$ cat config.mk
export PLATFORM = sky130hd
export DESIGN_NAME = enis_node
export DESIGN_NICKNAME = d
export VERILOG_FILES = /design/src/logic/enis_pkg.sv /design/src/logic/enis_node.sv
export SDC_FILE = /design/constraint.sdc
export NUM_CORES = 1
export LEC_CHECK = 0
export BUFFER_PORTS_ARGS = -buffer_cell sky130_fd_sc_hd__buf_2
export CORE_UTILIZATION = 45
export CTS_BUF_LIST = sky130_fd_sc_hd__clkbuf_16
export CTS_CLUSTER_DIAMETER = 200
export DETAILED_ROUTE_END_ITERATION = 10
export PLACE_DENSITY = 0.7
export SLEW_MARGIN = 0
export SYNTH_ARGS = -nofsm -noshare
export SYNTH_HDL_FRONTEND = slang
export SYNTH_SLANG_ARGS = --single-unit
$ cat constraint.sdc
create_clock -name clk -period 5.4 [get_ports clk]
set_input_delay 0.27 -clock clk [delete_from_list [all_inputs] [get_ports clk]]
set_output_delay 0.27 -clock clk [all_outputs]
set_load 0.05 [all_outputs]
$ cat src/logic/enis_pkg.sv
// Constants and types shared by the error node interrupt signaling block
package enis_pkg;

  // ----------------------------------------------------------------
  // Register byte offsets
  // ----------------------------------------------------------------
  localparam logic [7:0] FEAT_OFS  = 8'h00;
  localparam logic [7:0] CTRL_OFS  = 8'h08;
  localparam logic [7:0] STAT_OFS  = 8'h10;
  localparam logic [7:0] SYND_OFS  = 8'h18;
  localparam logic [7:0] CECNT_OFS = 8'h20;
  localparam logic [7:0] TSLO_OFS  = 8'h28;
  localparam logic [7:0] TSHI_OFS  = 8'h2c;

  // ----------------------------------------------------------------
  // Control field positions
  // ----------------------------------------------------------------
  localparam int CTRL_FI   = 0;
  localparam int CTRL_CFI  = 1;
  localparam int CTRL_UI   = 2;
  localparam int CTRL_DUI  = 3;
  localparam int CTRL_CI   = 4;
  localparam int CTRL_EDGE = 5;
  localparam logic [5:0] CTRL_RESET = 6'h00;

  // ----------------------------------------------------------------
  // Status field positions
  // ----------------------------------------------------------------
  localparam int STAT_V   = 0;
  localparam int STAT_UE  = 1;
  localparam int STAT_DE  = 2;
  localparam int STAT_CE  = 3;
  localparam int STAT_CI  = 5;
  localparam int STAT_OF  = 6;
  localparam logic [6:0] STAT_RESET = 7'h00;
  localparam logic [1:0] CE_SINGLE  = 2'h1;

  // ----------------------------------------------------------------
  // Feature values, fixed by this implementation
  // ----------------------------------------------------------------
  localparam logic [1:0] FEAT_TS_SEL     = 2'h1;  // 01 system count, 10 local
  localparam logic [1:0] FEAT_CI_SEL     = 2'h1;  // Critical interrupt present
  localparam logic       FEAT_HAS_CECNT  = 1'b1;
  localparam int         FEAT_TS_POS     = 0;
  localparam int         FEAT_CI_POS     = 2;
  localparam int         FEAT_CNT_POS    = 4;
  localparam logic [7:0] CECNT_MAX       = 8'hff;

  // ----------------------------------------------------------------
  // AXI responses
  // ----------------------------------------------------------------
  localparam logic [1:0] RESP_OKAY   = 2'h0;
  localparam logic [1:0] RESP_SLVERR = 2'h2;

  // ----------------------------------------------------------------
  // Error report and interrupt carriers
  // ----------------------------------------------------------------
  typedef enum logic [1:0] {
    KIND_NONE = 2'b00,
    KIND_CE   = 2'b01,
    KIND_DE   = 2'b10,
    KIND_UE   = 2'b11
  } enis_kind_t;

  typedef struct packed {
    logic        valid;
    enis_kind_t  kind;
    logic        critical;
    logic [15:0] syndrome;
  } enis_err_t;

  typedef struct packed {
    logic fault;
    logic recovery;
    logic critical;
  } enis_irq_t;

endpackage

$ cat src/logic/enis_node.sv
// Error node record, interrupt signaling and AXI4-Lite register slave
//
// The implementer's own choices: the AXI4-Lite register port and the placing of the registers.
`timescale 1ns/1ps
// What this block does
// - Level fault irq on enabled deferred/uncorrected record
// - Level fault irq on counter overflow flag
// - Level fault irq on corrected field, no counter
// - Level recovery irq on enabled uncorrected record
// - Level recovery irq on enabled deferred record
// - Level critical irq on enabled critical record
// - Edge fault pulse on enabled uncorrected detection
// - Edge fault pulse on enabled corrected event
// - Edge recovery pulse on enabled uncorrected detection
// - Edge recovery pulse on enabled deferred detection
// - Edge critical pulse per critical record, when enabled
// - Pulse still fires when syndrome is dropped
// - Register writes never cause edge pulses
// - Interrupt outputs follow within two cycles
// - Cold reset clears every piece of state
// - Recovery reset keeps recorded syndrome intact
// - Warm reset leaves error records unchanged
// - Timestamp stored per record when feature set
// - Feature field picks the timebase
// - Timebase is binary, monotonic, fixed rate
// - Critical irq enabled only by control bit
// - Counter overflow, else each corrected error
module enis_node (
  input  wire logic               clk,
  input  wire logic               rst,
  input  wire logic               err_rec_rst,
  input  wire enis_pkg::enis_err_t err_in,
  input  wire logic [63:0]        sys_count,
  input  wire logic [7:0]         s_axi_awaddr,
  input  wire logic               s_axi_awvalid,
  output logic                    s_axi_awready,
  input  wire logic [31:0]        s_axi_wdata,
  input  wire logic [3:0]         s_axi_wstrb,
  input  wire logic               s_axi_wvalid,
  output logic                    s_axi_wready,
  output logic [1:0]              s_axi_bresp,
  output logic                    s_axi_bvalid,
  input  wire logic               s_axi_bready,
  input  wire logic [7:0]         s_axi_araddr,
  input  wire logic               s_axi_arvalid,
  output logic                    s_axi_arready,
  output logic [31:0]             s_axi_rdata,
  output logic [1:0]              s_axi_rresp,
  output logic                    s_axi_rvalid,
  input  wire logic               s_axi_rready,
  output enis_pkg::enis_irq_t     irq_out
);

  // ----------------------------------------------------------------
  // Address decode
  // ----------------------------------------------------------------
  // Map a byte address to a register number; 7 means unmapped
  function automatic logic [2:0] reg_sel(input logic [7:0] addr);
    logic [2:0] sel;
    sel = 3'h7;
    unique case (addr)
      enis_pkg::FEAT_OFS:  sel = 3'h0;
      enis_pkg::CTRL_OFS:  sel = 3'h1;
      enis_pkg::STAT_OFS:  sel = 3'h2;
      enis_pkg::SYND_OFS:  sel = 3'h3;
      enis_pkg::CECNT_OFS: sel = 3'h4;
      enis_pkg::TSLO_OFS:  sel = 3'h5;
      enis_pkg::TSHI_OFS:  sel = 3'h6;
      default:             sel = 3'h7;
    endcase
    return sel;
  endfunction

  // Merge write data into an old value under the byte strobes
  function automatic logic [31:0] merge(input logic [31:0] old_val,
                                        input logic [31:0] wdat,
                                        input logic [3:0]  strb);
    logic [31:0] res;
    res = old_val;
    for (int i = 0; i < 4; i++) begin
      if (strb[i]) begin
        res[i*8 +: 8] = wdat[i*8 +: 8];
      end
    end
    return res;
  endfunction

  // Rank of an error class for record priority
  function automatic logic [1:0] rank(input logic [6:0] st);
    logic [1:0] r;
    r = 2'h0;
    if (st[enis_pkg::STAT_UE]) begin
      r = 2'h3;
    end else if (st[enis_pkg::STAT_DE]) begin
      r = 2'h2;
    end else if (st[enis_pkg::STAT_CE +: 2] != 2'h0) begin
      r = 2'h1;
    end
    return r;
  endfunction

  // ----------------------------------------------------------------
  // State
  // ----------------------------------------------------------------
  logic [5:0]  ctrl_reg;
  logic [6:0]  status_reg;
  logic [15:0] synd_reg;
  logic [7:0]  cecnt_reg;
  logic [63:0] ts_reg;
  logic [63:0] local_time_reg;
  logic [7:0]  aw_addr_reg;
  logic        aw_held_reg;
  logic [31:0] w_data_reg;
  logic [3:0]  w_strb_reg;
  logic        w_held_reg;

  logic        wr_go;
  logic [2:0]  wr_sel;
  logic [31:0] feat_word;
  logic [63:0] timebase;
  logic        is_ce;
  logic        is_de;
  logic        is_ue;
  logic        ce_event;
  logic        overwrite;
  logic        stat_wr;
  logic [6:0]  stat_clr;
  logic [6:0]  stat_set;
  logic [6:0]  stat_next;
  logic        lvl_fault;
  logic        lvl_recov;
  logic        lvl_crit;
  logic        evt_fault;
  logic        evt_recov;
  logic        evt_crit;

  // ----------------------------------------------------------------
  // Feature word and timebase
  // ----------------------------------------------------------------
  // Read-only view of what this node implements
  always_comb begin
    feat_word = 32'h0000_0000;
    feat_word[enis_pkg::FEAT_TS_POS +: 2] = enis_pkg::FEAT_TS_SEL;
    feat_word[enis_pkg::FEAT_CI_POS +: 2] = enis_pkg::FEAT_CI_SEL;
    feat_word[enis_pkg::FEAT_CNT_POS]     = enis_pkg::FEAT_HAS_CECNT;
  end

  // Feature field selects system count or local cycle count
  assign timebase = (enis_pkg::FEAT_TS_SEL == 2'h1) ? sys_count : local_time_reg;

  // Local timebase: plain binary, one step per clock, never reloaded
  always_ff @(posedge clk) begin
    if (rst) begin
      local_time_reg <= 64'h0;
    end else begin
      local_time_reg <= local_time_reg + 64'h1;
    end
  end

  // ----------------------------------------------------------------
  // Error classification and record update
  // ----------------------------------------------------------------
  assign is_ce = err_in.valid && (err_in.kind == enis_pkg::KIND_CE);
  assign is_de = err_in.valid && (err_in.kind == enis_pkg::KIND_DE);
  assign is_ue = err_in.valid && (err_in.kind == enis_pkg::KIND_UE);

  // With a counter only its overflow counts as an event
  assign ce_event = is_ce && (enis_pkg::FEAT_HAS_CECNT ? (cecnt_reg == enis_pkg::CECNT_MAX)
                                                         : 1'b1);

  // A higher priority record keeps its syndrome; lower ones are dropped
  assign overwrite = err_in.valid && (err_in.kind != enis_pkg::KIND_NONE) &&
                     (!status_reg[enis_pkg::STAT_V] ||
                      (err_in.kind > enis_pkg::enis_kind_t'(rank(status_reg))));

  assign wr_go  = aw_held_reg && w_held_reg && !s_axi_bvalid;
  assign wr_sel = reg_sel(aw_addr_reg);
  assign stat_wr = wr_go && (wr_sel == 3'h2) && w_strb_reg[0];

  // Write-one-to-clear mask from software
  assign stat_clr = stat_wr ? w_data_reg[6:0] : 7'h00;

  // Bits hardware sets this cycle; these win over a same-cycle clear
  always_comb begin
    stat_set = 7'h00;
    if (overwrite) begin
      stat_set[enis_pkg::STAT_V]  = 1'b1;
      stat_set[enis_pkg::STAT_UE] = is_ue;
      stat_set[enis_pkg::STAT_DE] = is_de;
      stat_set[enis_pkg::STAT_CE +: 2] = is_ce ? enis_pkg::CE_SINGLE : 2'h0;
    end
    if (err_in.valid && err_in.critical) begin
      stat_set[enis_pkg::STAT_V]  = 1'b1;
      stat_set[enis_pkg::STAT_CI] = 1'b1;
    end
    if (enis_pkg::FEAT_HAS_CECNT && ce_event) begin
      stat_set[enis_pkg::STAT_V]  = 1'b1;
      stat_set[enis_pkg::STAT_OF] = 1'b1;
    end
    stat_next = (status_reg & ~stat_clr) | stat_set;
  end

  // Syndrome record: of the two resets only cold reset clears it
  always_ff @(posedge clk) begin
    if (rst) begin
      status_reg <= enis_pkg::STAT_RESET;
    end else begin
      status_reg <= stat_next;
    end
  end

  // Syndrome word and timestamp of the recorded error
  always_ff @(posedge clk) begin
    if (rst) begin
      synd_reg <= 16'h0;
      ts_reg   <= 64'h0;
    end else if (overwrite) begin
      synd_reg <= err_in.syndrome;
      if (enis_pkg::FEAT_TS_SEL != 2'h0) begin
        ts_reg <= timebase;
      end
    end
  end

  // Corrected error counter, wraps to zero on overflow
  always_ff @(posedge clk) begin
    if (rst) begin
      cecnt_reg <= 8'h00;
    end else if (is_ce) begin
      cecnt_reg <= cecnt_reg + 8'h01;
    end else if (wr_go && (wr_sel == 3'h4) && w_strb_reg[0]) begin
      cecnt_reg <= 8'(merge({24'h0, cecnt_reg}, w_data_reg, w_strb_reg));
    end
  end

  // Control survives nothing: both resets return it to disabled
  always_ff @(posedge clk) begin
    if (rst || err_rec_rst) begin
      ctrl_reg <= enis_pkg::CTRL_RESET;
    end else if (wr_go && (wr_sel == 3'h1) && w_strb_reg[0]) begin
      ctrl_reg <= 6'(merge({26'h0, ctrl_reg}, w_data_reg, w_strb_reg));
    end
  end

  // ----------------------------------------------------------------
  // Interrupt conditions
  // ----------------------------------------------------------------
  // Level terms read only the held registers
  always_comb begin
    lvl_fault = ctrl_reg[enis_pkg::CTRL_FI] && status_reg[enis_pkg::STAT_V] &&
                (status_reg[enis_pkg::STAT_DE] || status_reg[enis_pkg::STAT_UE]);
    if (enis_pkg::FEAT_HAS_CECNT) begin
      lvl_fault = lvl_fault || (ctrl_reg[enis_pkg::CTRL_CFI] &&
                  status_reg[enis_pkg::STAT_V] && status_reg[enis_pkg::STAT_OF]);
    end else begin
      lvl_fault = lvl_fault || (ctrl_reg[enis_pkg::CTRL_CFI] &&
                  status_reg[enis_pkg::STAT_V] &&
                  (status_reg[enis_pkg::STAT_CE +: 2] != 2'h0));
    end
    lvl_recov = (ctrl_reg[enis_pkg::CTRL_UI] && status_reg[enis_pkg::STAT_V] &&
                 status_reg[enis_pkg::STAT_UE]) ||
                (ctrl_reg[enis_pkg::CTRL_DUI] && status_reg[enis_pkg::STAT_V] &&
                 status_reg[enis_pkg::STAT_DE]);
    lvl_crit  = ctrl_reg[enis_pkg::CTRL_CI] && status_reg[enis_pkg::STAT_V] &&
                status_reg[enis_pkg::STAT_CI];
  end

  // Edge terms come from detections only, not register writes
  // They ignore whether the syndrome was kept
  always_comb begin
    evt_fault = (ctrl_reg[enis_pkg::CTRL_FI] && (is_de || is_ue)) ||
                (ctrl_reg[enis_pkg::CTRL_CFI] && ce_event);
    evt_recov = (ctrl_reg[enis_pkg::CTRL_UI] && is_ue) ||
                (ctrl_reg[enis_pkg::CTRL_DUI] && is_de);
    evt_crit  = ctrl_reg[enis_pkg::CTRL_CI] && err_in.valid && err_in.critical;
  end

  // Registered outputs; one cycle per event in edge mode
  always_ff @(posedge clk) begin
    if (rst || err_rec_rst) begin
      irq_out <= '0;
    end else if (ctrl_reg[enis_pkg::CTRL_EDGE]) begin
      irq_out.fault    <= evt_fault;
      irq_out.recovery <= evt_recov;
      irq_out.critical <= evt_crit;
    end else begin
      irq_out.fault    <= lvl_fault;
      irq_out.recovery <= lvl_recov;
      irq_out.critical <= lvl_crit;
    end
  end

  // ----------------------------------------------------------------
  // AXI4-Lite write channels
  // ----------------------------------------------------------------
  // Address and data are taken in either order, one write at a time
  always_ff @(posedge clk) begin
    if (rst) begin
      s_axi_awready <= 1'b1;
      aw_held_reg   <= 1'b0;
      aw_addr_reg   <= 8'h00;
    end else if (s_axi_awvalid && s_axi_awready) begin
      s_axi_awready <= 1'b0;
      aw_held_reg   <= 1'b1;
      aw_addr_reg   <= s_axi_awaddr;
    end else if (wr_go) begin
      aw_held_reg   <= 1'b0;
    end else if (s_axi_bvalid && s_axi_bready) begin
      s_axi_awready <= 1'b1;
    end
  end

  // Write data holding
  always_ff @(posedge clk) begin
    if (rst) begin
      s_axi_wready <= 1'b1;
      w_held_reg   <= 1'b0;
      w_data_reg   <= 32'h0;
      w_strb_reg   <= 4'h0;
    end else if (s_axi_wvalid && s_axi_wready) begin
      s_axi_wready <= 1'b0;
      w_held_reg   <= 1'b1;
      w_data_reg   <= s_axi_wdata;
      w_strb_reg   <= s_axi_wstrb;
    end else if (wr_go) begin
      w_held_reg   <= 1'b0;
    end else if (s_axi_bvalid && s_axi_bready) begin
      s_axi_wready <= 1'b1;
    end
  end

  // Write response; read-only and unmapped writes are refused
  always_ff @(posedge clk) begin
    if (rst) begin
      s_axi_bvalid <= 1'b0;
      s_axi_bresp  <= enis_pkg::RESP_OKAY;
    end else if (wr_go) begin
      s_axi_bvalid <= 1'b1;
      s_axi_bresp  <= ((wr_sel == 3'h1) || (wr_sel == 3'h2) || (wr_sel == 3'h4)) ?
                      enis_pkg::RESP_OKAY : enis_pkg::RESP_SLVERR;
    end else if (s_axi_bready) begin
      s_axi_bvalid <= 1'b0;
    end
  end

  // ----------------------------------------------------------------
  // AXI4-Lite read channels
  // ----------------------------------------------------------------
  // Data is sampled at the address handshake; answer the next cycle
  always_ff @(posedge clk) begin
    if (rst) begin
      s_axi_arready <= 1'b1;
      s_axi_rvalid  <= 1'b0;
      s_axi_rdata   <= 32'h0;
      s_axi_rresp   <= enis_pkg::RESP_OKAY;
    end else if (s_axi_arvalid && s_axi_arready) begin
      s_axi_arready <= 1'b0;
      s_axi_rvalid  <= 1'b1;
      s_axi_rresp   <= enis_pkg::RESP_OKAY;
      unique case (reg_sel(s_axi_araddr))
        3'h0: s_axi_rdata <= feat_word;
        3'h1: s_axi_rdata <= {26'h0, ctrl_reg};
        3'h2: s_axi_rdata <= {25'h0, status_reg};
        3'h3: s_axi_rdata <= {16'h0, synd_reg};
        3'h4: s_axi_rdata <= {24'h0, cecnt_reg};
        3'h5: s_axi_rdata <= ts_reg[31:0];
        3'h6: s_axi_rdata <= ts_reg[63:32];
        3'h7: begin
          s_axi_rdata <= 32'h0;
          s_axi_rresp <= enis_pkg::RESP_SLVERR;
        end
      endcase
    end else if (s_axi_rvalid && s_axi_rready) begin
      s_axi_rvalid  <= 1'b0;
      s_axi_arready <= 1'b1;
    end
  end

endmodule // enis_node

* Word level (Yosys, flattened, before mapping)
Cells that the tools add are included.
Word-level totals: register bits after elaboration 164, bits of input ports 144, output and inout port bits 44, logic and storage cells 153
Operators by class: add/sub/neg operators 1, order comparisons 1, eq/ne operators 28, multiplexer cells 34, bitwise gates (word level) 3, reduce and logical (&&, ||, !) cells 65
Operators by type and width (count):
- 32-bit case mux with 8 select lines | 1
- 8-bit by 6-bit == test with 1-bit output (second input constant) | 6
- 3-bit case mux with 7 select lines | 2
- 1-bit logical AND | 36
- 8-bit by 5-bit == test with 1-bit output (second input constant) | 4
- 8-bit two-way mux | 3
- 2-bit nonzero test | 10
- 1-bit two-way mux | 19
- 8-bit by 4-bit == test with 1-bit output (second input constant) | 2
- 8-bit logical NOT | 2
- 3-bit == test (second input constant) | 5
- 1-bit logical OR | 10
- 3-bit by 2-bit == test with 1-bit output (second input constant) | 3
- 3-bit two-way mux | 3
- 8-bit by 1-bit adder with 8-bit output (second input constant) | 1
- 8-bit == test (second input constant) | 1
- 2-bit two-way mux | 4
- 2-bit AND reduction | 4
- 7-bit AND | 1
- 7-bit two-way mux | 1
- 7-bit NOT | 1
- 7-bit bitwise OR | 1
- 3-bit by 1-bit == test with 1-bit output (second input constant) | 2
- 2-bit == test (second input constant) | 2
- 6 further kinds | 8

* Depth between registers and ports, before layout
Gate-level depths: netlist of run 1.
depth after elaboration 11, depth in mapped cells 9

* Least setup slack after synthesis of run 1
No wires, ideal clock.
path kind reg-to-reg, from register s_axi_bvalid, to register ctrl_reg[0], setup time 0.126 ns, arrival time 1.778 ns, required time 5.274 ns, slack 3.496 ns, stages on the path, launching flop included 5, path buffers 0, path through dfxtp_1 -> nand4b_1 -> nor4_4 -> mux2i_1 -> nor2_1
On the way: longest elaborated chain between the ends 5
Ends and longest elaborated chain:
- from (decl) | line enis_node.sv:42 | output logic s_axi_bvalid,
- from (signal assigned) | line enis_node.sv:335 | s_axi_bvalid <= 1'b0;
- from (signal assigned) | line enis_node.sv:338 | s_axi_bvalid <= 1'b1;
- from (signal assigned) | line enis_node.sv:342 | s_axi_bvalid <= 1'b0;
- 1-bit logical NOT | line enis_node.sv:176 | assign wr_go = aw_held_reg && w_held_reg && !s_axi_bvalid;
- 1-bit logical AND | line enis_node.sv:176
- 1-bit logical AND (2 in series) | line enis_node.sv:240 | end else if (wr_go && (wr_sel == 3'h1) && w_strb_reg[0]) begin
- 2-bit AND reduction (no line)
- to (signal assigned) | line enis_node.sv:239 | ctrl_reg <= enis_pkg::CTRL_RESET;
- to (signal assigned) | line enis_node.sv:241 | ctrl_reg <= 6'(merge({26'h0, ctrl_reg}, w_data_reg, w_strb_reg));
- to (decl) | line enis_node.sv:105 | logic [5:0] ctrl_reg;
Every way passes these cells. A chain may end at the register's enable or synchronous reset.

* Worst setup path after layout of run 1
from register status_reg[1], to register ts_reg[53]
On the way: longest elaborated chain between the ends 4
Ends and longest elaborated chain:
- from (decl) | line enis_node.sv:106 | logic [6:0] status_reg;
- from (signal assigned) | line enis_node.sv:206 | status_reg <= enis_pkg::STAT_RESET;
- from (signal assigned) | line enis_node.sv:208 | status_reg <= stat_next;
- 2-bit two-way mux | line enis_node.sv:92 | if (st[enis_pkg::STAT_UE]) begin
- 2-bit > comparator | line enis_node.sv:174 | (err_in.kind > enis_pkg::enis_kind_t'(rank(status_reg))));
- 1-bit logical OR | line enis_node.sv:173 | (!status_reg[enis_pkg::STAT_V] ||
- 1-bit logical AND | line enis_node.sv:172 | assign overwrite = err_in.valid && (err_in.kind != enis_pkg::KIND_NONE) &&
- to (signal assigned) | line enis_node.sv:220 | ts_reg <= timebase;
- to (decl) | line enis_node.sv:109 | logic [63:0] ts_reg;
Every way passes these cells.

==> impl_metrics.csv, run 1 <==
group,metric,value,unit
outcome,status,"complete, but fails checks",
outcome,violations,"design-rule violations",
route,first_pass_iters,8,
timing,fin_crit_sh,46.88,%
route,vias,5746,
synth,ys_ff_latch,162,
finish,drive_above_1_share,23.61,%
place,pre_cts_slack,2895,ps
synth,synth_edf_count,0,
timing,rsz0062_at_grt,"false",
synth,ys_top_cells_by_area,"dfxtp_1 47%, mux2i_1 16%, nor2_1 6.3%, nand2_1 3.3%, a21oi_1 3.2%",
place,port_buffers,158,
timing,skew,9.106,ps
pwr,p_switching,695.6,µW
worst_setup_path,crit_slowest_cell,"buf_4",
clock_network,cts_sinks,162,
clock_network,cts_tree,"done",
synth,ys_warn_count,0,
pwr,vdd_drop_max,0.2262,mV
route,vias_per_cell,5.390,
clock_network,clkTransAtPathRegs,60,ps
timing,setup_viol,0,
worst_setup_path,required,5670,ps
finish,fin_cells,1066,
route,ant_nets,0,
floorplanning,die_width,125.5,µm
worst_setup_path,critPathMaxFanout,51,
route,remaining_drc_errors,7,
run,maxCapViolations,0,
synth,synth_ff_type,"dfxtp_1",
global_routing,grt_max_degree,98,
worst_setup_path,worst-path-buf-inv,1,
timing,drv_slew,0,
synth,postSynthAreaPerCell,9.315,µm²
pwr,powerDensity,328.7,nW/µm²
clock_network,cts-root-buf,"clkbuf_16",
timing,max_freq,395.0,MHz
synth,synth.top_cell.area_share,47.24,%
worst_setup_path,endpoint_kind,"flop",
worst_setup_path,cp_top_family,"buffers and inverters",
place,dp_hpwl,11.82,mm
finish,area_growth,20.48,%
clock_network,postCtsSetupBuffers,0,
pwr,pwr-share-clk,40.8,%
place,routabilityCongestion,0.8124,
timing,setup_ws,2868,ps
floorplanning,die_y,125.5,µm
worst_setup_path,cp.arrival,2800,ps
pwr,p_leak,3.463,nW
clock_network,clkLatencyLatePin,420,ps
timing,finalSetupTns,0,ps
floorplanning,dieArea,15750,µm²
clock_network,cts_buffers,17,
min_path,worstHoldPathType,"input port to flop",
finish,nNetsFinal,1015,
global_routing,antenna_found_initial,2,
pwr,comb_power_share,11.5,%
synth,ys_top_cells_by_count,"162 x dfxtp_1, 116 x nor2_1, 107 x mux2i_1",
synth,synth_async_sr_flop_share,0,%
global_routing,grt-ovfl-total,0,
synth,ys_seq_area_share,47.24,%
worst_setup_path,path_class,"flop to flop",
pwr,total_power,2.718,mW
place,dp.cells,1033,
synth,syn-instance-count,737,
timing,layout_min_cycle_time,2532,ps
finish,num-fill-cells,1328,
synth,yosysMostFrequentCell,"dfxtp_1",
synth,yosysTopAreaCell,"dfxtp_1",
global_routing,grt_pass1_wl,27.74,mm
worst_setup_path,cp-start-kind,"flop",
global_routing,grt.total_usage,22.29,%
synth,synth_cell_types,53,
worst_setup_path,worstPathCellList,"o21bai_1, ha_1, and3_1, a211oi_4, buf_4, mux2i_1, nor2_1",
timing,worstMarginPinSlew,1038,ps
floorplanning,initial_utilization,46.71,%
floorplanning,num_rows,44,
clock_network,cts_buffer_depth,2,
clock_network,cts-resized-gates,0,
finish,largest_reg_flops,64,
floorplanning,core-area,14700,µm²
global_routing,grt_pass1_vias,5409,
clock_network,postCtsHoldBufs,0,
worst_setup_path,max_stage_delay,690,ps
route,drt_iter0_markers,431,
timing,maxSlewHeadroom,30.05,%
synth,synth_area,6865,µm²
pwr,p_seq_share,47.8,%
timing,hold_viol,0,
pwr,swShare,25.59,%
route,drt_wl_total,17.03,mm
floorplanning,pin_count,188,
pwr,p_int,2.023,mW
finish,final_util,56.27,%
route,wl_per_cell,15.98,µm
clock_network,htreeDepth,4,
==> final timing paths <==
kind / start / end / cells past startpoint / slack, ps
worst max-delay path: status_reg[1] / ts_reg[53] / 7 / 2870
worst min-delay path: sys_count[13] / ts_reg[13] / 3 / 80
worst min register to register: s_axi_rdata[3] / s_axi_rdata[3] / 2 / 460
worst max register to register: status_reg[1] / ts_reg[53] / 7 / 2870
==> final cells by class <==
| class | count | area [µm²] | area share [%] |
|---|---|---|---|
| clock buffer | 17 | 425.4 | 5.143 |
| sequential | 162 | 3243 | 39.21 |
| multi-input combinational | 514 | 3388 | 40.96 |
| timing repair buffer | 161 | 815.8 | 9.862 |
| clock inverter | 15 | 121.4 | 1.467 |
| inverter | 12 | 45.04 | 0.5445 |
| antenna | 1 | 2.502 | 0.03025 |
| tap | 184 | 230.2 | 2.783 |
==> layer usage <==
metal,global-route usage [%],up-vias,routed length [µm]
li1,-,2880,-
met1,29.21,2689,7820
met2,34.18,158,7751
met3,7.574,17,1172
met4,7.532,2,276
met5,0,-,11
==> logic make-up after synthesis <==
family	share of synthesized area, %
AOI/OAI and AO/OA	13.67
xor gates and xnor gates	0.2552
adders and majority gates	0.5468
buffers and inverters	3.754
DFF	47.24
muxes	16.26
other	0.05462
and+or+nand+nor	18.23
==> per-stage QoR <==
stage	area, µm²	hold WS [ps]
after global routing	8272	77.23
after CTS	8269	71.21
after floorplan	6869	406.0
after detailed placement	7722	441.9
final	8272	84.77
after global placement	7722	430.9
==> worst register-to-register path, cell delays in order, from the launching register on <==
cell and delay, ps:
dfxtp_1 460, o21bai_1 160, ha_1 240, and3_1 200
a211oi_4 230, buf_4 690, mux2i_1 350, nor2_1 60
==> cell usage in the layout, fill, tap and decap left out, drive strengths merged, types with 5 or more instances in the layout <==
master | synthesis | layout
a21oi | 44 | 44
a22o | 21 | 21
a22oi | 10 | 10
a2bb2oi | 17 | 17
a31oi | 6 | 6
buf | 18 | 161
clkbuf | 32 | 17
clkinv | 0 | 8
dfxtp | 162 | 162
inv | 12 | 15
mux2i | 107 | 107
nand2 | 61 | 61
nand2b | 7 | 7
nand3 | 16 | 16
nand3b | 5 | 5
nand4 | 5 | 5
nor2 | 116 | 116
nor2b | 6 | 6
o21ai | 19 | 19
==> power groups by stage <==
stage	Sequential, mW	Clock (mW)	Combinational [mW]
floorplan	1.32	0	0.215
CTS	1.30	1.13	0.315
global placement	1.32	0	0.309
finish	1.30	1.11	0.312
detailed placement	1.32	0	0.314
global route	1.31	1.19	0.345
No activity file was read; power rests on OpenSTA's default activity.
==> run 2: changes to the inputs <==
--- a/config.mk
+++ b/config.mk
@@ -5,12 +5,13 @@
 export SDC_FILE = /design/constraint.sdc
 export NUM_CORES = 1
 export LEC_CHECK = 0
+export ABC_AREA = 1
 export BUFFER_PORTS_ARGS = -buffer_cell sky130_fd_sc_hd__buf_2
 export CORE_UTILIZATION = 45
 export CTS_BUF_LIST = sky130_fd_sc_hd__clkbuf_16
 export CTS_CLUSTER_DIAMETER = 200
 export DETAILED_ROUTE_END_ITERATION = 10
-export PLACE_DENSITY = 0.7
+export PLACE_DENSITY = 0.73
 export SLEW_MARGIN = 0
 export SYNTH_ARGS = -nofsm -noshare
 export SYNTH_HDL_FRONTEND = slang
==> constraint.sdc (replaced) <==
create_clock -name clk -period 2.1 [get_ports clk]
set_input_delay 0.105 -clock clk [delete_from_list [all_inputs] [get_ports clk]]
set_output_delay 0.105 -clock clk [all_outputs]
set_load 0.05 [all_outputs]
==> run 2 against run 1 <==
Compared with the run above:
- the flow finishes with violations (design-rule violations, negative hold slack)
- highest routed layer is now met4
- hold slack worse by 88 ps
- first-iteration DRC count rose by 27%
- cell area increased by 14%
- clock skew is 0.72 ps higher
- largest cell class is now flip-flops and latches
==> impl_metrics.csv, run 2 <==
group,metric,value,unit
worst_setup_path,crit_top_cell,"nand2_1",
worst_setup_path,max_stage_delay,380,ps
synth,synth_edf_count,0,
synth,ys_top_cells_by_area,"dfxtp_1 47%, o21ai_0 9.5%, nand2_1 7.8%, a21oi_1 7.7%, nor2_1 6.8%",
timing,maxSlewHeadroom,63.08,%
finish,regArea,3243,µm²
pwr,vdd_drop_max,0.5937,mV
global_routing,grt-ovfl-total,0,
pwr,p_leak,3.992,nW
synth,ys_seq_area_share,47.32,%
worst_setup_path,endpoint_kind,"flop",
worst_setup_path,crit_slowest_cell,"dfxtp_1",
route,remaining_drc_errors,9,
timing,whs,-3.012,ps
route,vias,7142,
timing,hold_viol,1,
min_path,worstHoldPathType,"input port to flop",
route,drt_wl_total,20.05,mm
run,maxCapViolations,0,
finish,num-fill-cells,1290,
synth,ys_ff_latch,162,
clock_network,clkLatencyLatePin,430,ps
route,first_pass_iters,9,
global_routing,met3_usage,6.205,%
synth,syn-instance-count,933,
synth,ys_warn_count,0,
clock_network,postCtsSetupBuffers,0,
worst_setup_path,required,2420,ps
finish,drive_above_1_share,20.40,%
place,routabilityCongestion,0.9049,
pwr,total_power,7.496,mW
synth,synth_async_sr_flop_share,0,%
floorplanning,die_width,125.4,µm
floorplanning,pin_count,188,
route,ant_nets,0,
timing,rsz0062_at_grt,"false",
finish,fin_area,9420,µm²
clock_network,cts_buffer_depth,2,
finish,layout_commonest_cell,"dfxtp_1",
worst_setup_path,cp-start-kind,"flop",
synth,synth_ff_type,"dfxtp_1",
route,vias_per_cell,5.187,
global_routing,grt_pass1_vias,6764,
timing,drv_slew,0,
synth,synth.top_cell.area_share,47.32,%
synth,synth_cell_types,42,
timing,worstMarginPinSlew,553.2,ps
global_routing,grt.total_usage,25.90,%
synth,yosysMostFrequentCell,"dfxtp_1",
worst_setup_path,critPathMaxFanout,75,
route,drt_iter0_markers,547,
finish,final_cell_mix,"162 x dfxtp_1, 158 x buf_2, 142 x nand2_1, 128 x o21ai_0, 125 x nor2_1",
timing,setup_viol,0,
clock_network,htreeDepth,4,
clock_network,cts-root-buf,"clkbuf_16",
worst_setup_path,cp.arrival,2250,ps
floorplanning,initial_utilization,46.63,%
synth,synth_area,6854,µm²
floorplanning,core-area,14700,µm²
clock_network,cts_sinks,162,
timing,layout_min_cycle_time,1938,ps
worst_setup_path,cp_top_family,"compound AO/OA/AOI/OAI gates",
finish,area_growth,37.44,%
synth,ys_top_cells_by_count,"162 x dfxtp_1, 143 x nand2_1, 130 x o21ai_0",
outcome,status,"complete, but fails checks",
clock_network,cts_tree,"done",
global_routing,grt_use_met1,30.80,%
floorplanning,dieArea,15730,µm²
pwr,powerDensity,795.7,nW/µm²
global_routing,met2_usage,43.90,%
global_routing,grt_max_degree,76,
worst_setup_path,path_class,"flop to flop",
timing,max_freq,515.9,MHz
place,dpl-instance-area,7835,µm²
place,dp_hpwl,12.45,mm
finish,multiInputGateArea,3025,µm²
finish,nNetsFinal,1325,
place,port_buffers,158,
synth,postSynthAreaPerCell,7.346,µm²
route,wl_per_cell,14.56,µm
worst_setup_path,worst-path-buf-inv,2,
floorplanning,die_y,125.4,µm
global_routing,antenna_found_initial,2,
timing,skew,9.824,ps
global_routing,busiest_layer,"met2",
timing,fin_crit_sh,92.31,%
outcome,violations,"design-rule violations, negative hold slack",
floorplanning,num_rows,44,
worst_setup_path,worstPathCellList,"inv_1, o21ai_0, nand2_1, ha_1, nand2_1, o21ai_1, nand2_1, nand2_4, buf_16, o21ai_0, a21oi_1",
clock_network,cts_buffers,17,
global_routing,grt_pass1_wl,32.22,mm
finish,largest_reg_flops,64,
clock_network,clkTransAtPathRegs,60,ps
synth,yosysTopAreaCell,"dfxtp_1",
timing,finalSetupTns,0,ps
-- run 2: layer usage --
metal / routed length (µm) / share of wire, % / up-vias
li1: - / - / 3554
met1: 8639 / 43 / 3301
met2: 9738 / 49 / 237
met3: 1108 / 5.5 / 50
met4: 567 / 2.8 / 0
met5: 0 / 0 / -
-- run 2: per-stage QoR --
step	setup WS (ps)	util, %	cells
after global placement	253.1	53.30	1243
after floorplan	295.6	-	934
after CTS	197.8	63.98	1375
after global routing	14.50	64.09	1377
final	161.5	64.09	1377
after detailed placement	212.6	53.30	1243
-- run 2: power breakdown --
group	leakage [nW]	internal (mW)	switching [mW]
Combinational	2.39	0.440	0.631
Sequential	1.33	3.31	0.120
Clock	0.270	1.73	1.26
Total	3.99	5.48	2.01
-- run 2: what timing repair did --
item                       4_1_cts  5_1_grt
resized for setup                0        4
hold endpoints to repair       103        0
hold buffers                   100        0
setup endpoints to repair        0        2
-- run 2: cell families after synthesis --
logic type,share of synthesized area [%]
compound gates,23.13
simple gates,19.99
fa+ha+maj,0.5477
xor+xnor,0.2556
flops,47.32
other cells,0.05471
buf+inv,8.708
-- run 2: final timing paths --
path,start,endpoint,slack [ps],cells past startpoint
setup / recovery,status_reg[2],ts_reg[17],160,11
hold / removal,sys_count[58],ts_reg[58],-3,3
setup reg to reg,status_reg[2],ts_reg[17],160,11
hold reg to reg,ts_reg[20],ts_reg[20],450,2
-- run 2: layout make-up --
cell class | instances | area share, %
diodes | 2 | 0.05313
clock buffers | 17 | 4.516
clock inverters | 15 | 1.514
inverters | 100 | 4.038
multi-input cells | 622 | 32.12
flip-flops and latches | 162 | 34.43
well taps | 184 | 2.444
repair buffers | 275 | 20.89
-- run 2: worst reg2reg max path, delay by kind of cell (launching register included) --
| family | cells | cell delay, ps |
|---|---|---|
| compound gates | 4 | 470 |
| flops | 1 | 380 |
| simple gates | 4 | 420 |
| fa+ha+maj | 1 | 270 |
| buf+inv | 2 | 300 |
